File: src/design/monitor_pkg.sv
// Constants shared by the drive monitor register bank
package monitor_pkg;

   // ****************************************
   // Widths
   // ****************************************
   localparam int DATA_W        = 16;
   localparam int ADDR_W        = 16;
   localparam int NUM_TERMINALS = 12;
   localparam int NUM_OUTPUTS   = 5;

   // ****************************************
   // Register offsets
   // ****************************************
   localparam logic [15:0] BANK_LO       = 16'h0029;
   localparam logic [15:0] BANK_HI       = 16'h003F;
   localparam logic [15:0] SEQ_IN_ADDR   = 16'h002B;
   localparam logic [15:0] STATE_ADDR    = 16'h002C;
   localparam logic [15:0] OUT_LVL_ADDR  = 16'h002D;
   localparam logic [15:0] DC_BUS_ADDR   = 16'h0031;
   localparam logic [15:0] TORQUE_ADDR   = 16'h0032;
   localparam logic [15:0] POWER_ADDR    = 16'h0033;
   localparam logic [15:0] LOOP_FB_ADDR  = 16'h0038;
   localparam logic [15:0] LOOP_IN_ADDR  = 16'h0039;
   localparam logic [15:0] LOOP_OUT_ADDR = 16'h003A;
   localparam logic [15:0] FW_MAIN_ADDR  = 16'h003B;
   localparam logic [15:0] FW_STORE_ADDR = 16'h003C;
   localparam logic [15:0] LINK_ERR_ADDR = 16'h003D;
   localparam logic [15:0] RATING_ADDR   = 16'h003E;
   localparam logic [15:0] METHOD_ADDR   = 16'h003F;

   // ****************************************
   // Field positions
   // ****************************************
   localparam int ERR_CRC_BIT     = 0;
   localparam int ERR_LENGTH_BIT  = 1;
   localparam int ERR_PARITY_BIT  = 3;
   localparam int ERR_OVERRUN_BIT = 4;
   localparam int ERR_FRAMING_BIT = 5;
   localparam int ERR_TIMEOUT_BIT = 6;
   localparam logic [15:0] ERR_USED_MASK = 16'h007B;

   // ****************************************
   // Reset values and answer codes
   // ****************************************
   localparam logic [15:0] WORD_RESET   = 16'h0000;
   localparam logic [7:0]  EXC_NONE     = 8'h00;
   localparam logic [7:0]  EXC_BAD_REG  = 8'h02;
   localparam logic [7:0]  EXC_WRITE_RO = 8'h22;

   typedef enum logic [1:0] {
      ST_IDLE   = 2'b00,
      ST_ANSWER = 2'b01
   } answer_state_t;

endpackage

File: src/design/err_latch_if.sv
// Signals between the register bank and its link error latch
`timescale 1ns/1ps
interface err_latch_if;
   logic [15:0] events;
   logic        clear;
   logic [15:0] latched;

   modport owner (input events, input clear, output latched);
   modport user  (output events, output clear, input latched);
endinterface // err_latch_if

File: src/design/link_error_latch_unit.sv
// Sticky latch for link error flags, cleared by a fault reset
`timescale 1ns/1ps
module link_error_latch_unit
   import monitor_pkg::*;
(
   // Clock and reset
   input wire logic     clk,
   input wire logic     rst_b,
   // Flags
   err_latch_if.owner   err
);

   logic [15:0] flag_q;
   logic [15:0] flag_d;

   // ****************************************
   // Per-bit latch
   // ****************************************
   for (genvar i = 0; i < DATA_W; i++) begin : g_flag
      if (ERR_USED_MASK[i]) begin : g_used
         // An event in the clearing cycle is kept
         assign flag_d[i] = err.events[i] | (flag_q[i] & ~err.clear);
      end else begin : g_unused
         assign flag_d[i] = 1'b0;
      end
   end

   always_ff @(posedge clk or negedge rst_b) begin
      if (!rst_b) begin
         flag_q <= WORD_RESET;
      end else begin
         flag_q <= flag_d;
      end
   end

   assign err.latched = flag_q;

endmodule // link_error_latch_unit

File: src/design/drive_monitor_status_registers.sv
// Read-only monitor register bank of the drive, served to the link master
`timescale 1ns/1ps

// Function
// Terminals one to twelve show on sequence input bits 0 to B, 1 meaning on, bits C to F zero.
// Status bits 0 to 3 show running, zero speed, frequency matched and user speed matched.
// Status bits 4 to 7 show frequency detection 1 and 2, startup completed and low voltage.
// Status bit 8 is 1 while the output stage is in baseblock.
// Status bit 9 is 0 when the frequency reference comes from the link, else 1.
// Status bit A is 0 when run commands come from the link, else 1.
// Status bits B, C and D show overtorque, reference lost and error retry.
// Status bit F shows a link time-out and bit E any error, a time-out included.
// Output word bits 0 to 4 show three contact and two photocoupler outputs, bits 5 to F zero.
// DC bus voltage, torque and output power sit as read-only words at consecutive addresses.
// Loop feedback is unsigned at ten counts per percent of maximum output frequency.
// Loop output is signed at ten counts per percent, spanning plus and minus maximum.
// Link error flags for CRC, length, parity, overrun, framing and time-out latch until fault reset.
// The fault reset that clears the link error flags is taken even while running.
// Every monitor register is read-only.
// A write aimed at read-only data is answered with exception 22H.
// Unused bits and unused registers read as zero.
module drive_monitor_status_registers
   import monitor_pkg::*;
(
   // Clock and reset
   input  wire logic                     clk,
   input  wire logic                     rst_b,

   // Register request from the frame handler
   input  wire logic                     req_valid,
   input  wire logic                     req_write,
   input  wire logic [ADDR_W-1:0]        req_addr,
   input  wire logic [DATA_W-1:0]        req_wdata,
   output      logic                     req_ready,

   // Register answer to the frame handler
   output      logic                     rsp_valid,
   output      logic [DATA_W-1:0]        rsp_rdata,
   output      logic [7:0]               rsp_exception,

   // Input terminal pins
   // Asynchronous, synchronised below
   input  wire logic [NUM_TERMINALS-1:0] terminal_pins,

   // Drive state from the control core
   // Same-clock levels
   input  wire logic                     running,
   input  wire logic                     zero_speed,
   input  wire logic                     freq_matched,
   input  wire logic                     user_speed_matched,
   input  wire logic                     freq_detect_one,
   input  wire logic                     freq_detect_two,
   input  wire logic                     startup_done,
   input  wire logic                     low_voltage,
   input  wire logic                     output_baseblock,
   input  wire logic                     freq_ref_from_link,
   input  wire logic                     run_cmd_from_link,
   input  wire logic                     overtorque,
   input  wire logic                     freq_ref_lost,
   input  wire logic                     error_retrying,
   input  wire logic                     fault_active,
   input  wire logic                     link_timed_out,

   // Multi-function output levels
   input  wire logic [2:0]               relay_output_levels,
   input  wire logic                     photocoupler_output_three_pair,
   input  wire logic                     photocoupler_output_four_pair,

   // Monitor values
   // Loop output is two's complement
   input  wire logic [DATA_W-1:0]        dc_bus_value,
   input  wire logic [DATA_W-1:0]        torque_value,
   input  wire logic [DATA_W-1:0]        power_monitor_item,
   input  wire logic [DATA_W-1:0]        process_loop_feedback,
   input  wire logic [DATA_W-1:0]        process_loop_input,
   input  wire logic signed [DATA_W-1:0] process_loop_output,
   input  wire logic [DATA_W-1:0]        main_fw_value,
   input  wire logic [DATA_W-1:0]        stored_fw_value,
   input  wire logic [DATA_W-1:0]        rating_value,
   input  wire logic [DATA_W-1:0]        method_value,

   // Link error events and fault reset
   // Events are same-clock pulses
   input  wire logic                     crc_error_seen,
   input  wire logic                     length_error_seen,
   input  wire logic                     parity_error_seen,
   input  wire logic                     overrun_error_seen,
   input  wire logic                     framing_error_seen,
   input  wire logic                     timeout_seen,
   input  wire logic                     fault_reset
);

   // ****************************************
   // Decode helpers
   // ****************************************


   // True for any word of the monitor bank, used or not
   // Outside it a request is a bad register
   function automatic logic in_bank(input logic [ADDR_W-1:0] a);
      in_bank = (a >= BANK_LO) && (a <= BANK_HI);
   endfunction


   // True for a word that carries data; the rest read zero
   // Holes in the map exist but carry nothing
   function automatic logic is_live(input logic [ADDR_W-1:0] a);
      unique case (a)
         SEQ_IN_ADDR, STATE_ADDR, OUT_LVL_ADDR,
         DC_BUS_ADDR, TORQUE_ADDR, POWER_ADDR,
         LOOP_FB_ADDR, LOOP_IN_ADDR, LOOP_OUT_ADDR,
         FW_MAIN_ADDR, FW_STORE_ADDR, LINK_ERR_ADDR,
         RATING_ADDR, METHOD_ADDR: is_live = 1'b1;
         default:                  is_live = 1'b0;
      endcase
   endfunction

   // ****************************************
   // Terminal synchroniser
   // ****************************************


   // Pins are asynchronous; only the second stage is read
   // Two stages cost two cycles of delay
   // A pulse shorter than a clock may be missed
   logic [NUM_TERMINALS-1:0] term_meta_q;
   logic [NUM_TERMINALS-1:0] term_sync_q;

   always_ff @(posedge clk or negedge rst_b) begin
      if (!rst_b) begin
         term_meta_q <= '0;
         term_sync_q <= '0;
      end else begin
         // First stage may go metastable
         term_meta_q <= terminal_pins;
         term_sync_q <= term_meta_q;
      end
   end

   // ****************************************
   // Word assembly
   // ****************************************

   // Assembled words, all combinational
   wire logic [DATA_W-1:0] seq_in_word;
   wire logic [DATA_W-1:0] state_word;
   wire logic [DATA_W-1:0] out_lvl_word;
   wire logic [DATA_W-1:0] loop_out_word;
   wire logic              any_error;


   // Terminal one on bit 0
   // Bits C to F stay zero
   assign seq_in_word = {4'h0, term_sync_q};


   // A time-out counts as an error as well
   assign any_error = fault_active | link_timed_out;


   // Motion and speed state
   assign state_word[0]  = running;
   assign state_word[1]  = zero_speed;
   assign state_word[2]  = freq_matched;
   assign state_word[3]  = user_speed_matched;

   // Detection and supply state
   assign state_word[4]  = freq_detect_one;
   assign state_word[5]  = freq_detect_two;
   assign state_word[6]  = startup_done;
   assign state_word[7]  = low_voltage;

   // Output stage switched off
   assign state_word[8]  = output_baseblock;
   // Source bits are inverted: 0 means the link is in charge
   assign state_word[9]  = ~freq_ref_from_link;
   assign state_word[10] = ~run_cmd_from_link;

   // Fault side of the word
   assign state_word[11] = overtorque;
   assign state_word[12] = freq_ref_lost;
   assign state_word[13] = error_retrying;
   assign state_word[14] = any_error;
   assign state_word[15] = link_timed_out;

   // Relays on bits 0 to 2, photocouplers on 3 and 4
   assign out_lvl_word = {11'h000,
                          photocoupler_output_four_pair,
                          photocoupler_output_three_pair,
                          relay_output_levels};

   // Two's complement, ten counts per percent, carried unchanged
   // Scaling is done by the control core
   assign loop_out_word = process_loop_output;


   // ****************************************
   // Link error latch
   // ****************************************

   // Kept apart so the set-wins rule lives in one place
   err_latch_if err_bus ();

   // Event pulses packed in register order
   wire logic [DATA_W-1:0] err_events;

   // Bit 2 has no event and stays zero
   assign err_events = {9'h000,
                        timeout_seen,
                        framing_error_seen,
                        overrun_error_seen,
                        parity_error_seen,
                        1'b0,
                        length_error_seen,
                        crc_error_seen};


   assign err_bus.events = err_events;
   // Taken whatever the run state is
   assign err_bus.clear  = fault_reset;


   link_error_latch_unit u_err_latch (
      .clk   (clk),
      .rst_b (rst_b),
      .err   (err_bus)
   );

   // ****************************************
   // Read selection
   // ****************************************

   logic [DATA_W-1:0] read_word;

   // Unlisted addresses fall to zero

   always_comb begin
      read_word = WORD_RESET;
      unique case (req_addr)
         SEQ_IN_ADDR:   read_word = seq_in_word;
         STATE_ADDR:    read_word = state_word;
         OUT_LVL_ADDR:  read_word = out_lvl_word;
         DC_BUS_ADDR:   read_word = dc_bus_value;
         TORQUE_ADDR:   read_word = torque_value;
         POWER_ADDR:    read_word = power_monitor_item;
         LOOP_FB_ADDR:  read_word = process_loop_feedback;
         LOOP_IN_ADDR:  read_word = process_loop_input;
         LOOP_OUT_ADDR: read_word = loop_out_word;
         FW_MAIN_ADDR:  read_word = main_fw_value;
         FW_STORE_ADDR: read_word = stored_fw_value;
         LINK_ERR_ADDR: read_word = err_bus.latched;
         RATING_ADDR:   read_word = rating_value;
         METHOD_ADDR:   read_word = method_value;
         default:       read_word = WORD_RESET;
      endcase
   end

   // ****************************************
   // Request decode
   // ****************************************

   // Request side wires
   wire logic              req_take;
   wire logic              addr_in_bank;
   wire logic              addr_live;
   wire logic [7:0]        exc_code;
   wire logic [DATA_W-1:0] answer_word;


   // Both decodes look at the held address
   assign addr_in_bank = in_bank(req_addr);
   assign addr_live    = is_live(req_addr);


   // Bad address wins over write
   // Writes never store: the bank has no writable bit
   assign exc_code = !addr_in_bank ? EXC_BAD_REG :
                     req_write     ? EXC_WRITE_RO :
                                     EXC_NONE;


   // Unused words of the bank answer zero, not an error
   assign answer_word = (addr_live && !req_write) ? read_word
                                                  : WORD_RESET;

   // ****************************************
   // Answer sequencer
   // ****************************************

   // Sequencer state and answer registers
   answer_state_t     state_q;
   answer_state_t     state_d;
   logic [DATA_W-1:0] rdata_q;
   logic [7:0]        exc_q;


   // One answer in flight; req_ready drops for the answer cycle
   // so two requests are never taken back to back
   assign req_take  = req_valid && (state_q == ST_IDLE);
   assign req_ready = (state_q == ST_IDLE);


   // The answer state always lasts one cycle
   always_comb begin
      state_d = state_q;
      unique case (state_q)
         ST_IDLE:   if (req_valid) state_d = ST_ANSWER;
         ST_ANSWER: state_d = ST_IDLE;
         default:   state_d = ST_IDLE;
      endcase
   end


   // Reset leaves the bank idle and ready
   always_ff @(posedge clk or negedge rst_b) begin
      if (!rst_b) begin
         state_q <= ST_IDLE;
      end else begin
         state_q <= state_d;
      end
   end


   // Values are sampled on the accepting edge, so a word is coherent
   // A write leaves zero data behind
   always_ff @(posedge clk or negedge rst_b) begin
      if (!rst_b) begin
         rdata_q <= WORD_RESET;
         exc_q   <= EXC_NONE;
      end else if (req_take) begin
         rdata_q <= answer_word;
         exc_q   <= exc_code;
      end
   end

   // ****************************************
   // Outputs
   // ****************************************

   // Strobes decode the state; data comes from flops
   assign rsp_valid     = (state_q == ST_ANSWER);
   assign rsp_rdata     = rdata_q;
   assign rsp_exception = exc_q;


endmodule // drive_monitor_status_registers

File: config.mk
export PLATFORM = sky130hd
export DESIGN_NAME = drive_monitor_status_registers
export DESIGN_NICKNAME = d
export VERILOG_FILES = /design/src/design/monitor_pkg.sv /design/src/design/err_latch_if.sv /design/src/design/link_error_latch_unit.sv /design/src/design/drive_monitor_status_registers.sv
export SDC_FILE = /design/constraint.sdc
export NUM_CORES = 1
export LEC_CHECK = 0
export BUFFER_PORTS_ARGS = -buffer_cell sky130_fd_sc_hd__buf_2
export CAP_MARGIN = 20
export CORE_AREA = 2 2 103 105
export DETAILED_ROUTE_END_ITERATION = 6
export DIE_AREA = 0 0 105 107
export PLACE_DENSITY_LB_ADDON = 0.3
export RECOVER_POWER = 100
export SLEW_MARGIN = 25
export SYNTH_ARGS = -nofsm -noshare
export SYNTH_HDL_FRONTEND = slang
export SYNTH_HIERARCHICAL = 1
export SYNTH_SLANG_ARGS = --single-unit
File: constraint.sdc
create_clock -name clk -period 1.83 [get_ports clk]
set_input_delay 0.366 -clock clk [delete_from_list [all_inputs] [get_ports clk]]
set_output_delay 0.366 -clock clk [all_outputs]
set_load 0.05 [all_outputs]
==> impl_metrics.tcl <==
set metrics [dict create \
    p_int_w 0.00172 \
    hold_end "term_meta_q[7]" \
    drt_iter0_markers 441 \
    final_nets 950 \
    cp_max_fo 6 \
    diodes 0 \
    clockBufferDepth 2 \
    cts_hold_buf 0 \
    grt_remaining_overflow 0 \
    synth-edff-count 0 \
    finalHoldViolCount 0 \
    place_inst 823 \
    path_common_cell "buf_6" \
    leakage_nw 2.91 \
    clock_latency_ns 0.31 \
    cts_tree "done" \
    worstPathArrival_ns 2.13 \
    grt_pass1_wl_um 26600 \
    hold_path_depth 1 \
    syn_area_um2 3680 \
    maxCapViolCount 0 \
    status "complete, but fails checks" \
    gp_congestion 0.967 \
    cts_root_buf "clkbuf_8" \
    cp.required_ns 2.06 \
    drc 0 \
    rsz0062_at_grt "true" \
    start_util_pct 36.5 \
    synth_cell_types 65 \
    drv_slew 0 \
    final_cell_area_um2 6140 \
    yosysTopAreaCell "dfrtp_1" \
    critPathMaxStageDelay_ns 0.62 \
    cp-end-kind "register" \
    drive_above_1_share_pct 56.2 \
    violations "negative setup slack" \
    die-area_um2 11200 \
    crit_buf_inv 4 \
    die_y_um 107 \
    antenna_found_initial 0 \
    fin_tns_setup_ns -0.511 \
    synth_area_leaders "dfrtp_1, a22oi_1, nand2_1" \
    vias_per_cell 5.69 \
    yosysWarningCount 6 \
    critical_path.top_delay_family "simple AND/OR/NAND/NOR gates" \
    num_vias 4844 \
    r2r_setup_slack_ns 0.07 \
    p_comb_share_pct 27.3 \
    clock-sinks 49 \
    ios 262 \
    htree_num_levels 2 \
    setup_viol 13 \
    cts_buffers 5 \
    port_buffers 239 \
    die_w_um 105 \
    syn_to_final_growth_pct 66.8 \
    slew-limit-headroom_pct 22.9 \
    vdd_drop_max_v 0.000400 \
    yosys.area.top_type_share_pct 33.3 \
    antenna_left 0 \
    critPathSlowestCell "or4_4" \
    placed_cell_area_um2 5620 \
    synthCells 384 \
    r2r-end "rsp_rdata[15]" \
    seq_area_frac_synth_pct 33.3 \
    track_usage_pct 30.4 \
    synth_area_per_cell_um2 9.59 \
    worst_pin_slew_ns 1.16 \
    crit_path_start_kind "input port" \
    holdCritStartpoint "terminal_pins[7]" \
    p_switching_w 0.000751 \
    seq_power_share_pct 45.9 \
    critical_path_class "input port to register" \
    rows 37 \
    coreArea_um2 10100 \
    finalCritPeriodShare_pct 104 \
    cts.clk_slew.worst_paths_ns 0.09 \
    ff2ff_path_depth 6 \
    p_sw_share_pct 30.4 \
    hp-class "input port to register" \
    first_pass_iters 6 \
    finalWorstSetupSlack_ns -0.0659 \
    synth_ff_type "dfrtp_1" \
    fmax_mhz 527 \
    grt_max_degree 31 \
    power.density_nw_per_um2 402 \
    wl_per_cell_um 20.4 \
    period_needed_ns 1.90 \
    async_reset_ff_share_pct 100 \
    path_cells "buf_8 > or4_4 > buf_6 > nor4_4 > buf_4 > buf_6 > a221o_1 > a221oi_2 > a22oi_2" \
    ys_ff_latch 49 \
    clock_skew_ns 0.00763 \
    first_global_vias 5198 \
    post-dp-hpwl_um 13800 \
    r2r-start "state_q[0]" \
    power.total_w 0.00247 \
    wl_um 17300 \
    instances_no_fill 851 \
    p_clk_share_pct 26.8 \
]
[repair_timing]
item | 4_1_cts | 5_1_grt
setup endpoints to repair | 15 | 16
buffers inserted | 10 | 7
resized for setup | 42 | 19
pin swaps | 29 | 13
gates cloned | 3 | 0
[worst max-delay path by stage]
stage                            start            end  slack, ns  depth (start not counted)
after floorplan           req_addr[10]  rsp_rdata[13]      -0.34                          7
after global placement    req_addr[15]   rsp_rdata[7]      -0.47                          8
after detailed placement  req_addr[15]   rsp_rdata[7]      -0.52                          8
after CTS                  req_addr[8]  rsp_rdata[15]      -0.07                          8
after global routing       req_addr[8]  rsp_rdata[15]      -0.16                          8
final                      req_addr[8]   rsp_rdata[0]      -0.07                          9
[logic make-up after synthesis]
logic type	after synthesis	synth area share [%]
buffers and inverters	46	7.61
AO/OA/AOI/OAI	130	28.2
multiplexers	21	5.95
AND/OR/NAND/NOR	136	24.7
other	2	0.204
flip-flops	49	33.3
[routing by layer]
layer	part of all wire [%]	global-route usage [%]	vias up
met5	0	0	-
met4	4.1	13.0	0
met3	8.1	6.20	58
met2	49	53.6	294
met1	39	35.8	2294
li1	-	-	2198
[power groups by stage]
stage / Combinational (W) / Sequential [W] / Clock (W)
finish: 0.000675 / 0.00113 / 0.000662
global route: 0.000724 / 0.00114 / 0.000707
CTS: 0.000667 / 0.00113 / 0.000670
detailed placement: 0.000631 / 0.00116 / 0
global placement: 0.000622 / 0.00115 / 0
floorplan: 0.000253 / 0.00116 / 0
[registers in the layout (all words and copies together) (netlist names)]
name,count
term_sync_q,12
term_meta_q,12
state_q,1
rsp_rdata,16
u_err_latch/err.latched,6
rsp_exception,2
[final cells by class]
cell class / count / area, µm²
Multi-Input combinational cell: 305 / 2480
Clock buffer: 6 / 72.6
Sequential cell: 49 / 1230
Clock inverter: 2 / 15.0
Fill cell: 941 / 3950
Inverter: 4 / 15.0
Timing Repair Buffer: 349 / 2160
Tap cell: 136 / 170
[synth_stat cells (10+ instances only)]
cell type	count
a2bb2oi_1	10
a222oi_1	14
mux2i_1	14
a22oi_1	39
dfrtp_1	49
nand2_1	40
clkbuf_1	14
nand4_1	13
o21ai_0	10
buf_4	16
nand3_1	10
[cells in the final DEF, fill, tap and decap left out, types with 4 or more instances in the layout]
master and instances:
a21o_1 6, a221oi_1 4, a222oi_1 14, a22o_1 8, a22oi_1 34, a22oi_2 5, a2bb2oi_1 6, a2bb2oi_2 4
a32oi_1 5, and2_1 4, buf_12 6, buf_2 213, buf_4 94, buf_6 10, clkbuf_1 22, clkbuf_8 5
conb_1 16, dfrtp_1 49, mux2_2 7, mux2i_1 14, nand2_1 39, nand3_1 10, nand4_1 13, nor2_1 8
nor2b_1 4, nor3_1 5, nor3_2 5, nor4_2 5, nor4_4 10, o21ai_0 10, o22a_1 4, or4_4 5
[metrics by stage]
step                setup slack (ns)  hold slack [ns]  utilization (%)
global placement              -0.466            0.333             55.7
finish                       -0.0659            0.151             60.9
floorplan                     -0.337           0.0704                -
detailed placement            -0.523            0.335             55.7
global route                  -0.157            0.146             60.9
CTS                          -0.0681           0.0216             59.7
Power figures use the tool's default switching activity.
